==> src/fdpm_consts.svh <==
// Constants for the flexible data port multiplexer
`ifndef FDPM_CONSTS_SVH
`define FDPM_CONSTS_SVH

// Data bus geometry
`define FDPM_MSB         9
`define FDPM_ALL_ONES    10'h3FF
`define FDPM_MSB_MASK    10'h200
`define FDPM_ZERO        10'h000

// Pin synchroniser width: link clock, fd strap, direction_or_marker_pin, width_or_sysclk_pin, upper, lower
`define FDPM_SYNC_W      24

// Strap capture waits for the synchroniser to fill after reset release
`define FDPM_STRAP_WAIT  2'h2
`define FDPM_CNT_ONE     2'h1

// Register map: word index taken from address bits 3:2
`define FDPM_ADDR_W      4
`define FDPM_CTRL_IDX    2'h0
`define FDPM_STAT_IDX    2'h1
`define FDPM_CTRL_RST    4'h0
`define FDPM_RESP_OKAY   2'h0
`define FDPM_RESP_SLVERR 2'h2

`endif

==> src/fdpm_pkg.sv <==
// Types shared by the flexible data port multiplexer
package fdpm_pkg;

  typedef enum logic [1:0] {
    parallel_half_duplex_mode    = 2'b00,
    interleaved_half_duplex_mode = 2'b01,
    full_duplex_mode             = 2'b10,
    legacy_compat_mode           = 2'b11
  } fdpm_mode_type;

  // Control register layout, most significant field first
  typedef struct packed {
    logic          hd_sysclk_en;
    fdpm_mode_type mode;
    logic          serial_cfg;
  } fdpm_ctrl_type;

  // Status register layout, most significant field first
  typedef struct packed {
    logic          strap_width_hi;
    logic          strap_fd;
    logic          tx_dir;
    fdpm_mode_type mode;
  } fdpm_status_type;

  // Synchronised pin group
  typedef struct packed {
    logic       conv_clk;
    logic       fd_pin;
    logic       dir_pin;
    logic       width_pin;
    logic [9:0] upper;
    logic [9:0] lower;
  } fdpm_pins_type;

endpackage : fdpm_pkg

==> src/fdpm_sync.sv <==
// Two-stage synchroniser for all pins entering the mclk domain
`timescale 1ns/10ps
`include "fdpm_consts.svh"
module fdpm_sync import fdpm_pkg::*; (
  input  wire logic                      mclk,
  input  wire logic                      rst_n,
  input  wire logic [`FDPM_SYNC_W-1:0]   async_in,
  output fdpm_pins_type                  sync_out
);

  logic [`FDPM_SYNC_W-1:0] stage1;

  // First stage feeds only the second stage
  always_ff @(posedge mclk or negedge rst_n) begin
    if (!rst_n) begin
      stage1   <= '0;
      sync_out <= '0;
    end else begin
      stage1   <= async_in;
      sync_out <= stage1;
    end
  end

endmodule : fdpm_sync

==> src/fdpm_axil.sv <==
// AXI4-Lite slave holding the control register and reading status
`timescale 1ns/10ps
`include "fdpm_consts.svh"
module fdpm_axil import fdpm_pkg::*; (
  input  wire logic                     mclk,
  input  wire logic                     rst_n,
  input  wire logic [`FDPM_ADDR_W-1:0]  s_axi_awaddr,
  input  wire logic                     s_axi_awvalid,
  output logic                          s_axi_awready,
  input  wire logic [31:0]              s_axi_wdata,
  input  wire logic [3:0]               s_axi_wstrb,
  input  wire logic                     s_axi_wvalid,
  output logic                          s_axi_wready,
  output logic [1:0]                    s_axi_bresp,
  output logic                          s_axi_bvalid,
  input  wire logic                     s_axi_bready,
  input  wire logic [`FDPM_ADDR_W-1:0]  s_axi_araddr,
  input  wire logic                     s_axi_arvalid,
  output logic                          s_axi_arready,
  output logic [31:0]                   s_axi_rdata,
  output logic [1:0]                    s_axi_rresp,
  output logic                          s_axi_rvalid,
  input  wire logic                     s_axi_rready,
  input  fdpm_status_type               status,
  output fdpm_ctrl_type                 ctrl
);

  logic [1:0] aw_idx;
  logic [7:0] w_byte;
  logic       w_lane0;

  // Address and data are taken in either order; ready drops until the response
  always_ff @(posedge mclk or negedge rst_n) begin
    if (!rst_n) begin
      s_axi_awready <= 1'b1;
      s_axi_wready  <= 1'b1;
      s_axi_bvalid  <= 1'b0;
      s_axi_bresp   <= `FDPM_RESP_OKAY;
      aw_idx        <= '0;
      w_byte        <= '0;
      w_lane0       <= 1'b0;
      ctrl          <= `FDPM_CTRL_RST;
    end else begin
      if (s_axi_awvalid && s_axi_awready) begin
        aw_idx        <= s_axi_awaddr[3:2];
        s_axi_awready <= 1'b0;
      end
      if (s_axi_wvalid && s_axi_wready) begin
        w_byte       <= s_axi_wdata[7:0];
        w_lane0      <= s_axi_wstrb[0];
        s_axi_wready <= 1'b0;
      end
      if (!s_axi_awready && !s_axi_wready && !s_axi_bvalid) begin
        s_axi_bvalid <= 1'b1;
        if (aw_idx == `FDPM_CTRL_IDX) begin
          s_axi_bresp <= `FDPM_RESP_OKAY;
          if (w_lane0) begin
            ctrl <= fdpm_ctrl_type'(w_byte[3:0]);
          end
        end else if (aw_idx == `FDPM_STAT_IDX) begin
          s_axi_bresp <= `FDPM_RESP_OKAY;  // Status ignores writes
        end else begin
          s_axi_bresp <= `FDPM_RESP_SLVERR;
        end
      end
      if (s_axi_bvalid && s_axi_bready) begin
        s_axi_bvalid  <= 1'b0;
        s_axi_awready <= 1'b1;
        s_axi_wready  <= 1'b1;
      end
    end
  end

  // Reads answer one cycle after the address is taken
  always_ff @(posedge mclk or negedge rst_n) begin
    if (!rst_n) begin
      s_axi_arready <= 1'b1;
      s_axi_rvalid  <= 1'b0;
      s_axi_rdata   <= '0;
      s_axi_rresp   <= `FDPM_RESP_OKAY;
    end else if (s_axi_arvalid && s_axi_arready) begin
      s_axi_arready <= 1'b0;
      s_axi_rvalid  <= 1'b1;
      s_axi_rresp   <= `FDPM_RESP_OKAY;
      unique case (s_axi_araddr[3:2])
        `FDPM_CTRL_IDX: s_axi_rdata <= 32'(ctrl);
        `FDPM_STAT_IDX: s_axi_rdata <= 32'(status);
        default: begin
          s_axi_rdata <= '0;
          s_axi_rresp <= `FDPM_RESP_SLVERR;
        end
      endcase
    end else if (s_axi_rvalid && s_axi_rready) begin
      s_axi_rvalid  <= 1'b0;
      s_axi_arready <= 1'b1;
    end
  end

endmodule : fdpm_axil

==> src/fdpm_top.sv <==
// Flexible data port multiplexer: steers two-channel samples over two 10-bit buses
//
// Chosen here: the placing of the registers and the AXI4-Lite interface to the registers.
`timescale 1ns/10ps
`include "fdpm_consts.svh"
module fdpm_top import fdpm_pkg::*; (
  input  wire logic                     mclk,
  input  wire logic                     rst_n,
  input  wire logic [`FDPM_ADDR_W-1:0]  s_axi_awaddr,
  input  wire logic                     s_axi_awvalid,
  output logic                          s_axi_awready,
  input  wire logic [31:0]              s_axi_wdata,
  input  wire logic [3:0]               s_axi_wstrb,
  input  wire logic                     s_axi_wvalid,
  output logic                          s_axi_wready,
  output logic [1:0]                    s_axi_bresp,
  output logic                          s_axi_bvalid,
  input  wire logic                     s_axi_bready,
  input  wire logic [`FDPM_ADDR_W-1:0]  s_axi_araddr,
  input  wire logic                     s_axi_arvalid,
  output logic                          s_axi_arready,
  output logic [31:0]                   s_axi_rdata,
  output logic [1:0]                    s_axi_rresp,
  output logic                          s_axi_rvalid,
  input  wire logic                     s_axi_rready,
  input  wire logic                     conv_clk,
  input  wire logic                     mode_fd_pin,
  input  wire logic [9:0]               upper_data_bus_in,
  output logic [9:0]                    upper_data_bus_out,
  output logic [9:0]                    upper_data_bus_oe,
  input  wire logic [9:0]               lower_data_bus_in,
  output logic [9:0]                    lower_data_bus_out,
  output logic [9:0]                    lower_data_bus_oe,
  input  wire logic                     direction_or_marker_pin,
  input  wire logic                     width_or_sysclk_pin_in,
  output logic                          width_or_sysclk_pin_out,
  output logic                          width_or_sysclk_pin_oe,
  output logic                          data_clock_out_pin,
  input  wire logic [9:0]               rx_a_sample,
  input  wire logic [9:0]               rx_b_sample,
  output logic                          rx_taken,
  output logic [9:0]                    tx_a_sample,
  output logic [9:0]                    tx_b_sample,
  output logic                          tx_valid
);

  fdpm_pins_type   pins;
  fdpm_ctrl_type   ctrl;
  fdpm_status_type status;
  fdpm_mode_type   cur_mode;
  fdpm_mode_type   next_mode;

  logic       conv_d;
  logic       conv_rise;
  logic       conv_fall;
  logic [1:0] strap_cnt;
  logic       strap_done;
  logic       strap_fd;
  logic       strap_width_hi;
  logic       tx_dir;
  logic       rx_active;
  logic       tx_active;
  logic       interleaved;
  logic       rx_interleaved;
  logic       tx_marker;
  logic       rx_marker;
  logic [9:0] rx_b_hold;
  logic [9:0] tx_a_hold;
  logic       word_edge;
  logic       word_edge_q;

  // All pins and the link clock cross into mclk through two flops
  fdpm_sync u_sync (
    .mclk     (mclk),
    .rst_n    (rst_n),
    .async_in ({conv_clk, mode_fd_pin, direction_or_marker_pin,
                width_or_sysclk_pin_in, upper_data_bus_in, lower_data_bus_in}),
    .sync_out (pins)
  );

  fdpm_axil u_axil (
    .mclk          (mclk),
    .rst_n         (rst_n),
    .s_axi_awaddr  (s_axi_awaddr),
    .s_axi_awvalid (s_axi_awvalid),
    .s_axi_awready (s_axi_awready),
    .s_axi_wdata   (s_axi_wdata),
    .s_axi_wstrb   (s_axi_wstrb),
    .s_axi_wvalid  (s_axi_wvalid),
    .s_axi_wready  (s_axi_wready),
    .s_axi_bresp   (s_axi_bresp),
    .s_axi_bvalid  (s_axi_bvalid),
    .s_axi_bready  (s_axi_bready),
    .s_axi_araddr  (s_axi_araddr),
    .s_axi_arvalid (s_axi_arvalid),
    .s_axi_arready (s_axi_arready),
    .s_axi_rdata   (s_axi_rdata),
    .s_axi_rresp   (s_axi_rresp),
    .s_axi_rvalid  (s_axi_rvalid),
    .s_axi_rready  (s_axi_rready),
    .status        (status),
    .ctrl          (ctrl)
  );

  // Link clock edges seen from mclk; conv_d follows the second sync stage
  always_ff @(posedge mclk or negedge rst_n) begin
    if (!rst_n) begin
      conv_d <= 1'b0;
    end else begin
      conv_d <= pins.conv_clk;
    end
  end

  assign conv_rise = pins.conv_clk & ~conv_d;
  assign conv_fall = ~pins.conv_clk & conv_d;

  // Straps wait until the synchroniser holds real pin levels, then freeze
  always_ff @(posedge mclk or negedge rst_n) begin
    if (!rst_n) begin
      strap_cnt      <= '0;
      strap_done     <= 1'b0;
      strap_fd       <= 1'b0;
      strap_width_hi <= 1'b0;
    end else if (!strap_done) begin
      if (strap_cnt == `FDPM_STRAP_WAIT) begin
        strap_fd       <= pins.fd_pin;
        strap_width_hi <= pins.width_pin;
        strap_done     <= 1'b1;
      end else begin
        strap_cnt <= strap_cnt + `FDPM_CNT_ONE;
      end
    end
  end

  // Pins choose among three modes; legacy exists only through the register
  always_comb begin
    if (ctrl.serial_cfg) begin
      next_mode = ctrl.mode;
    end else if (strap_fd) begin
      next_mode = full_duplex_mode;
    end else if (strap_width_hi) begin
      next_mode = interleaved_half_duplex_mode;
    end else begin
      next_mode = parallel_half_duplex_mode;
    end
  end

  // Mode and direction are registered so one decision governs a whole cycle
  always_ff @(posedge mclk or negedge rst_n) begin
    if (!rst_n) begin
      cur_mode <= parallel_half_duplex_mode;
      tx_dir   <= 1'b0;
    end else begin
      cur_mode <= next_mode;
      tx_dir   <= pins.dir_pin;
    end
  end

  // Only full duplex runs both paths; half duplex follows the direction pin
  assign rx_active      = (cur_mode == full_duplex_mode) | ~tx_dir;
  assign tx_active      = (cur_mode == full_duplex_mode) | tx_dir;
  assign interleaved    = (cur_mode != parallel_half_duplex_mode);
  assign rx_interleaved = (cur_mode == interleaved_half_duplex_mode) |
                          (cur_mode == full_duplex_mode);
  // Full duplex marker arrives on pin1, otherwise on the lower bus MSB
  assign tx_marker      = (cur_mode == full_duplex_mode) ? pins.dir_pin
                                                         : pins.lower[`FDPM_MSB];
  assign word_edge      = (rx_active | tx_active) &
                          (conv_rise | (conv_fall & (interleaved | rx_interleaved)));

  // Receive launch: parallel on the link rise, interleaved on both edges
  always_ff @(posedge mclk or negedge rst_n) begin
    if (!rst_n) begin
      upper_data_bus_out <= '0;
      lower_data_bus_out <= '0;
      rx_b_hold          <= '0;
      rx_marker          <= 1'b0;
      rx_taken           <= 1'b0;
    end else begin
      rx_taken <= 1'b0;
      if (rx_active && conv_rise) begin
        rx_taken  <= 1'b1;
        rx_b_hold <= rx_b_sample;
        if (rx_interleaved) begin
          lower_data_bus_out <= rx_a_sample;
          rx_marker          <= 1'b0;
          upper_data_bus_out <= `FDPM_ZERO;
        end else begin
          upper_data_bus_out <= rx_b_sample;
          lower_data_bus_out <= rx_a_sample;
        end
      end else if (rx_active && conv_fall && rx_interleaved) begin
        lower_data_bus_out <= rx_b_hold;
        rx_marker          <= 1'b1;
        upper_data_bus_out <= `FDPM_MSB_MASK;
      end
    end
  end

  // Drive enables: the bus a path does not use floats, markers excepted
  always_ff @(posedge mclk or negedge rst_n) begin
    if (!rst_n) begin
      upper_data_bus_oe <= `FDPM_ZERO;
      lower_data_bus_oe <= `FDPM_ZERO;
    end else if (cur_mode == full_duplex_mode) begin
      upper_data_bus_oe <= `FDPM_ZERO;
      lower_data_bus_oe <= `FDPM_ALL_ONES;
    end else if (tx_dir) begin
      // The partner drives both buses, lower MSB as its marker when interleaved, so nothing is driven
      upper_data_bus_oe <= `FDPM_ZERO;
      lower_data_bus_oe <= `FDPM_ZERO;
    end else begin
      upper_data_bus_oe <= (cur_mode == interleaved_half_duplex_mode) ?
                           `FDPM_MSB_MASK : `FDPM_ALL_ONES;
      lower_data_bus_oe <= `FDPM_ALL_ONES;
    end
  end

  // Transmit capture: pairs assemble before one valid pulse reaches the DACs
  always_ff @(posedge mclk or negedge rst_n) begin
    if (!rst_n) begin
      tx_a_sample <= '0;
      tx_b_sample <= '0;
      tx_a_hold   <= '0;
      tx_valid    <= 1'b0;
    end else begin
      tx_valid <= 1'b0;
      if (tx_active && !interleaved && conv_rise) begin
        tx_a_sample <= pins.upper;
        tx_b_sample <= pins.lower;
        tx_valid    <= 1'b1;
      end else if (tx_active && interleaved && (conv_rise || conv_fall)) begin
        if (tx_marker) begin
          tx_a_hold <= pins.upper;
        end else begin
          tx_a_sample <= tx_a_hold;
          tx_b_sample <= pins.upper;
          tx_valid    <= 1'b1;
        end
      end
    end
  end

  // Data clock pulses one cycle after each word so data is settled first
  always_ff @(posedge mclk or negedge rst_n) begin
    if (!rst_n) begin
      word_edge_q        <= 1'b0;
      data_clock_out_pin <= 1'b0;
    end else begin
      word_edge_q        <= word_edge;
      data_clock_out_pin <= word_edge_q;
    end
  end

  // Pin2 is an input until straps are taken; afterwards it may become a clock or, in pin full duplex, the receive marker output
  always_ff @(posedge mclk or negedge rst_n) begin
    if (!rst_n) begin
      width_or_sysclk_pin_out <= 1'b0;
      width_or_sysclk_pin_oe  <= 1'b0;
    end else if (!strap_done) begin
      width_or_sysclk_pin_oe <= 1'b0;
    end else if (ctrl.serial_cfg &&
                 (cur_mode == full_duplex_mode || ctrl.hd_sysclk_en)) begin
      width_or_sysclk_pin_out <= pins.conv_clk;
      width_or_sysclk_pin_oe  <= 1'b1;
    end else if (!ctrl.serial_cfg && cur_mode == full_duplex_mode) begin
      width_or_sysclk_pin_out <= rx_marker;
      width_or_sysclk_pin_oe  <= 1'b1;
    end else begin
      width_or_sysclk_pin_oe <= 1'b0;
    end
  end

  assign status = '{strap_width_hi: strap_width_hi, strap_fd: strap_fd,
                    tx_dir: tx_dir, mode: cur_mode};
endmodule : fdpm_top

==> config.mk <==
export PLATFORM = sky130hd
export DESIGN_NAME = fdpm_top
export DESIGN_NICKNAME = d
export VERILOG_FILES = /design/src/fdpm_pkg.sv /design/src/fdpm_sync.sv /design/src/fdpm_axil.sv /design/src/fdpm_top.sv
export VERILOG_INCLUDE_DIRS = /design/src
export SDC_FILE = /design/constraint.sdc
export NUM_CORES = 1
export LEC_CHECK = 0
export ABC_AREA = 1
export BUFFER_PORTS_ARGS = -buffer_cell sky130_fd_sc_hd__buf_4
export CELL_PAD_IN_SITES_DETAIL_PLACEMENT = 0
export CELL_PAD_IN_SITES_GLOBAL_PLACEMENT = 1
export CORE_ASPECT_RATIO = 0.75
export CORE_UTILIZATION = 40
export DETAILED_ROUTE_END_ITERATION = 8
export PLACE_DENSITY = 0.93
export SLEW_MARGIN = 20
export SYNTH_ARGS = -nofsm -noshare
export SYNTH_HDL_FRONTEND = slang
export SYNTH_SLANG_ARGS = --single-unit
export TNS_END_PERCENT = 20
==> constraint.sdc <==
create_clock -name mclk -period 2.4 [get_ports mclk]
set_clock_uncertainty 0.05 [all_clocks]
set_input_delay 0.48 -clock mclk [delete_from_list [all_inputs] [get_ports mclk]]
set_output_delay 0.48 -clock mclk [all_outputs]
set_load 0.02 [all_outputs]
[After elaboration in Yosys (flattened, before gate mapping)]
Cells that the tools add are included.
Storage, ports and cells
  bits in registers: 196
  word-level logic and storage cells: 156
  output and inout bits: 106
  input port bits: 95
Operators by class
  mux-type cells: 48
  reductions and logical operators: 41
  add/sub/neg operators: 1
  bitwise operators: 16
  eq/ne operators: 7
Operators with widths (number)
  $mux W10: 15
  $mux W1: 26
  $logic_and A1 B1 Y1: 16
  $reduce_bool A2 Y1: 8
  $mux W2: 5
  $pmux W5 S2: 1
  $reduce_and A2 Y1: 5
  $mux W9: 1
  $eq A2 B1 Y1 const B: 3
  $not A1 Y1: 6
  $or A1 B1 Y1: 6
  $reduce_and A3 Y1: 2
  $logic_not A1 Y1: 5
  $and A1 B1 Y1: 4
  $eq A2 B2 Y1 const B: 2
  $logic_not A2 Y1: 2
  $add A2 B1 Y2 const B: 1
  $logic_or A1 B1 Y1: 2
  $ne A2 B1 Y1 const B: 1
  $ne A2 B2 Y1 const B: 1
  $reduce_or A2 Y1: 1

[Longest topological paths before layout]
  depth in word-level cells: 6
  gate-level depth with buffers: 10
  mapped depth without buffers: 9

[Hierarchy]
From an unflattened synthesis, not the netlist that was laid out.
Second synthesis, totals
  cells, all modules: 620
  area, all modules: 6093.3 µm²
Modules (own cells, without submodules)
  fdpm_top: instances 1, seq. area each 1976.9 µm², area an instance 3716.1 µm², cells each 435
  fdpm_sync: instances 1, seq. area each 1201.2 µm², area an instance 1201.2 µm², cells each 48
  fdpm_axil: instances 1, seq. area each 579.3 µm², area an instance 1176.1 µm², cells each 137

[Worst setup path before layout]
Ideal clock, no wire load.
  path kind: register to register
  start: register cur_mode[0]
  end: register upper_data_bus_out[0]
  path slack: 802 ps
  required time: 2218 ps
  buffers on the path: 1
  stages on the path, launching flop included: 9
  period minus slack after synthesis: 1598 ps
  arrival time: 1416 ps
  setup time: 132 ps
  path through: dfrtp_1 > inv_1 > ha_1 > inv_2 > a21oi_1 > nor2_2 > buf_2 > nand2_1 > o21ai_1
Between the ends
  longest elaborated chain between the ends: 5
  elaborated cells on any way between the ends: 10
  those cells by class: eq/ne (2); mux (2); bitwise (2); reduce/logical (4)
RTL lines
  start, declared: line fdpm_top.sv:50  | fdpm_mode_type cur_mode;
  start signal, assigned: line fdpm_top.sv:151  | cur_mode <= parallel_half_duplex_mode;
  start signal, assigned: line fdpm_top.sv:154  | cur_mode <= next_mode;
  $eq A2 B2 Y1: line fdpm_top.sv:160, fdpm_top.sv:164
  $or A1 B1 Y1: line fdpm_top.sv:160  | assign rx_active = (cur_mode == full_duplex_mode) | ~tx_dir;
  $logic_and A1 B1 Y1 (2 in a row): line fdpm_top.sv:192  | end else if (rx_active && conv_fall && rx_interleaved) begin
  $reduce_bool A2 Y1 (no source line)
  end signal, assigned: line fdpm_top.sv:187  | upper_data_bus_out <= `FDPM_ZERO;
  end signal, assigned: line fdpm_top.sv:189  | upper_data_bus_out <= rx_b_sample;
  end signal, assigned: line fdpm_top.sv:195  | upper_data_bus_out <= `FDPM_MSB_MASK;
  end, declared: line fdpm_top.sv:29  | output logic [9:0] upper_data_bus_out,
Several ways; a longest one is shown, not always the timed one.
A chain may end at the register's enable or synchronous reset.

[Worst setup path after layout]
  start: register cur_mode[0]
  end: register tx_b_sample[5]
Between the ends
  longest elaborated chain between the ends: 6
  elaborated cells on any way between the ends: 13
  those cells by class: eq/ne (2); mux (2); bitwise (1); reduce/logical (8)
RTL lines
  $eq A2 B2 Y1 or $reduce_bool A2 Y1 (tied branches): line fdpm_top.sv:161, fdpm_top.sv:166, fdpm_top.sv:162
  $or A1 B1 Y1 or $logic_not A1 Y1 (tied branches): line fdpm_top.sv:161, fdpm_top.sv:228
  $logic_and A1 B1 Y1, on equally long branches (2 in a row): line fdpm_top.sv:228, fdpm_top.sv:232
  $ne A2 B1 Y1 (no source line) or $reduce_bool A2 Y1 (tied branches)
  $reduce_and A2 Y1 (no source line)
  end signal, assigned: line fdpm_top.sv:230  | tx_b_sample <= pins.lower;
  end signal, assigned: line fdpm_top.sv:237  | tx_b_sample <= pins.upper;
  end, declared: line fdpm_top.sv:43  | output logic [9:0] tx_b_sample,
Several ways; a longest one is shown, not always the timed one.

==> results.tsv <==
metric	value	unit
vias	4318	
routed_wl	12700	microns
dr.pass1.iters	4	
cts.sinks	150	
slew_viol_final	0	
finalSetupViolCount	0	
powerDensity	1230	nW/um^2
routabilityCongestion	0.774	
ys_seq_area_frac	0.627	
max_freq	524	MHz
io_buffers	136	
pin_count	201	
rsz0062_at_grt	no	
fin_crit_sh	0.795	
pwr-share-seq	0.399	
critPathSlowestCell	dfrtp_1	
slew-limit-headroom	0.658	
finalCriticalPeriod	1.91	ns
antenna_cells	0	
power_leakage	4.02	nW
worstPathBufferInverterCount	3	
crit_required	2.70	ns
swShare	0.370	
critical-path-top-delay-family	buffers and inverters	
crit_end	tx_b_sample[5]	
grt_max_degree	54	
cts_inserted_buffers	17	
min_path_type	input port to register	
synthTopCellsByArea	dfrtp_1 (61%), nand2_1 (12%), nand3_1 (6.9%)	
dieArea	15500	sq um
hold_violations	0	
peakVddDrop	0.000524	V
grt_antenna_before_repair	0	
cpPeakStageDelay	0.40	ns
top_layer_used	met4	
fin_util	0.520	
worst_r2r_path_depth	9	
post-cts-setup-buffers	0	
clk_pin_slew	0.06	ns
worst-r2r-setup-slack	0.49	ns
yosys.area.top_type	dfrtp_1	
dr.first_iter.drc_count	238	
dpl.hpwl	8620	microns
crit_chain	inv_1 -> ha_1 -> inv_2 -> nand2_2 -> nand2_2 -> nand2_2 -> buf_4 -> nand3_1 -> nand2_1	
critPathMaxFanout	20	
met3_length	716	microns
ys_types	26	
wl_met2	6010	microns
wl_met1	5800	microns
critPathArrivalTime	2.21	ns
synth_top_area_frac	0.614	
nNetsFinal	844	
area_growth	26.3	%
vias_per_cell	4.52	
track_usage	0.175	
grt.overflow.total	0	
p_total	9.31	mW
core	14500	sq um
startpoint_type	register	
antenna_left	0	
drc	0	
tightest_slew	0.512	ns
p_comb_frac	0.354	
reg2reg_from	cur_mode[0]	
yosysWarnings	0	
startpoint	cur_mode[0]	
rows	38	
p_int	5.86	mW
endpoint_kind	register	
initial_core_util	0.412	
clkPwrFrac	0.247	
cts_htree_levels	4	
cts_tree	yes	
synthCells	614	
timing.max_cap.violations	0	
fp.dieW	143	microns
wire_per_inst	13.3	microns
yosys_register_bits	150	
grt_first_pass_wirelength	20600	microns
cts-root-buf	clkbuf_16	
die_h	108	microns
clock_latency	0.42	ns
clockBufferDepth	2	
drive_gt1_frac	0.260	
setup_tns	0	ns
switching_power	3.44	mW
outcome	finished, final reports clean	
cp_common_cell	nand2_2	
crit_type	register to register	
syn_area	5990	sq um
syn_area_per_cell	9.75	sq um
r2r-end	tx_b_sample[5]	
grt_pass1_vias	4167	
crit_cells	9	
cell families (layout without fill, tap and decap cells):
family,Yosys count,count (layout),synth area share
buf+inv,106,219,0.100
fa+ha+maj,7,7,0.0146
compound gates,44,44,0.0384
simple gates,302,302,0.212
flops,150,150,0.627
mux,3,3,0.00564
xor+xnor,1,1,0.00146
other cells,1,29,0.000626
worst register-to-register path, cell delays in order (launching register included):
cell and delay, ns:
dfrtp_1 0.40, inv_1 0.17, ha_1 0.34, inv_2 0.11, nand2_2 0.09, nand2_2 0.08, nand2_2 0.11, buf_4 0.25
nand3_1 0.15, nand2_1 0.08
metrics by stage:
stage	hold slack, ns	worst slack [ns]	instances	cell area, sq um
floorplan	0.134	0.802	642	6090
global placement	0.284	0.220	922	7040
detailed placement	0.285	0.167	922	7040
CTS	0.107	0.146	955	7560
global route	0.0963	0.243	955	7570
finish	0.113	0.492	955	7570
cell usage in the layout (no fill, tap or decap), types with 3 or more instances in the layout:
| cell | instances |
|---|---|
| dfrtp_1 | 147 |
| o21ai_0 | 17 |
| nand2_2 | 5 |
| nor2_1 | 15 |
| o21ai_1 | 10 |
| clkbuf_1 | 4 |
| clkbuf_16 | 17 |
| buf_4 | 145 |
| inv_2 | 4 |
| a21oi_1 | 11 |
| buf_12 | 3 |
| o22ai_1 | 4 |
| ha_1 | 7 |
| clkinv_2 | 7 |
| clkinvlp_4 | 3 |
| nand2_1 | 195 |
| conb_1 | 29 |
| dfstp_2 | 3 |
| mux2_2 | 3 |
| inv_1 | 33 |
| nand3_1 | 83 |
synth_stat cells:
cell type,number
o22ai_1,4
buf_1,1
nand2_2,5
nand2_1,195
clkbuf_1,5
inv_1,33
buf_4,49
o21bai_1,1
nor2_4,1
a21oi_1,11
dfstp_2,3
dfrtp_1,147
nor2_1,15
buf_2,14
o21ai_1,10
conb_1,1
o21ai_0,17
nand3_2,1
ha_1,7
mux2_2,3
nand3_1,83
xor2_1,1
nor2_2,1
o31ai_1,1
or2_2,1
inv_2,4
area by class of cell:
type	count	area, sq um
multi-input combinational	386	1740
fill	1393	6980
tap	200	250
sequential	150	3760
timing repair buffer	150	1170
inverter	37	139
clock inverter	11	66.3
clock buffer	21	440
power groups by stage:
stage	sequential [mW]	clock (mW)	combinational, mW
2_1_floorplan	4.20	0	1.61
3_3_place_gp	3.73	0	3.26
3_5_place_dp	3.75	0	3.32
4_1_cts	3.72	2.35	3.34
5_1_grt	3.81	2.48	3.64
6_report	3.72	2.30	3.30
what timing repair did:
action	CTS	global route
setup endpoints to repair	0	16
hold buffers	1	0
gates resized for setup	0	1
hold endpoints to repair	47	0
metal layers:
| metal | GRT usage | vias up |
|---|---|---|
| met5 | 0 | - |
| met4 | 0.0646 | 0 |
| met3 | 0.0496 | 14 |
| met2 | 0.273 | 130 |
| met1 | 0.234 | 2045 |
| li1 | - | 2129 |
flip-flops by register name, indices dropped and copies added, names as in the netlist, 4 cells and up:
name and count:
u_axil.w_byte 4, tx_a_sample 10, upper_data_bus_out 10, lower_data_bus_out 10
u_axil.s_axi_rdata 5, tx_b_sample 10, rx_b_hold 10, u_sync.sync_out 24
tx_a_hold 10, u_axil.ctrl 4, u_sync.stage1 24
worst min-delay path by stage:
stage,from,end,slack (ns),cells after the start
detailed placement,u_sync.stage1[10],u_sync.sync_out[10],0.28,0
floorplan,rst_n,conv_d,0.13,0
global placement,u_sync.stage1[5],u_sync.sync_out[5],0.28,0
global route,lower_data_bus_in[1],u_sync.stage1[1],0.1,1
finish,direction_or_marker_pin,u_sync.stage1[21],0.11,1
CTS,direction_or_marker_pin,u_sync.stage1[21],0.11,1
No activity file was read; power rests on OpenSTA's default activity.
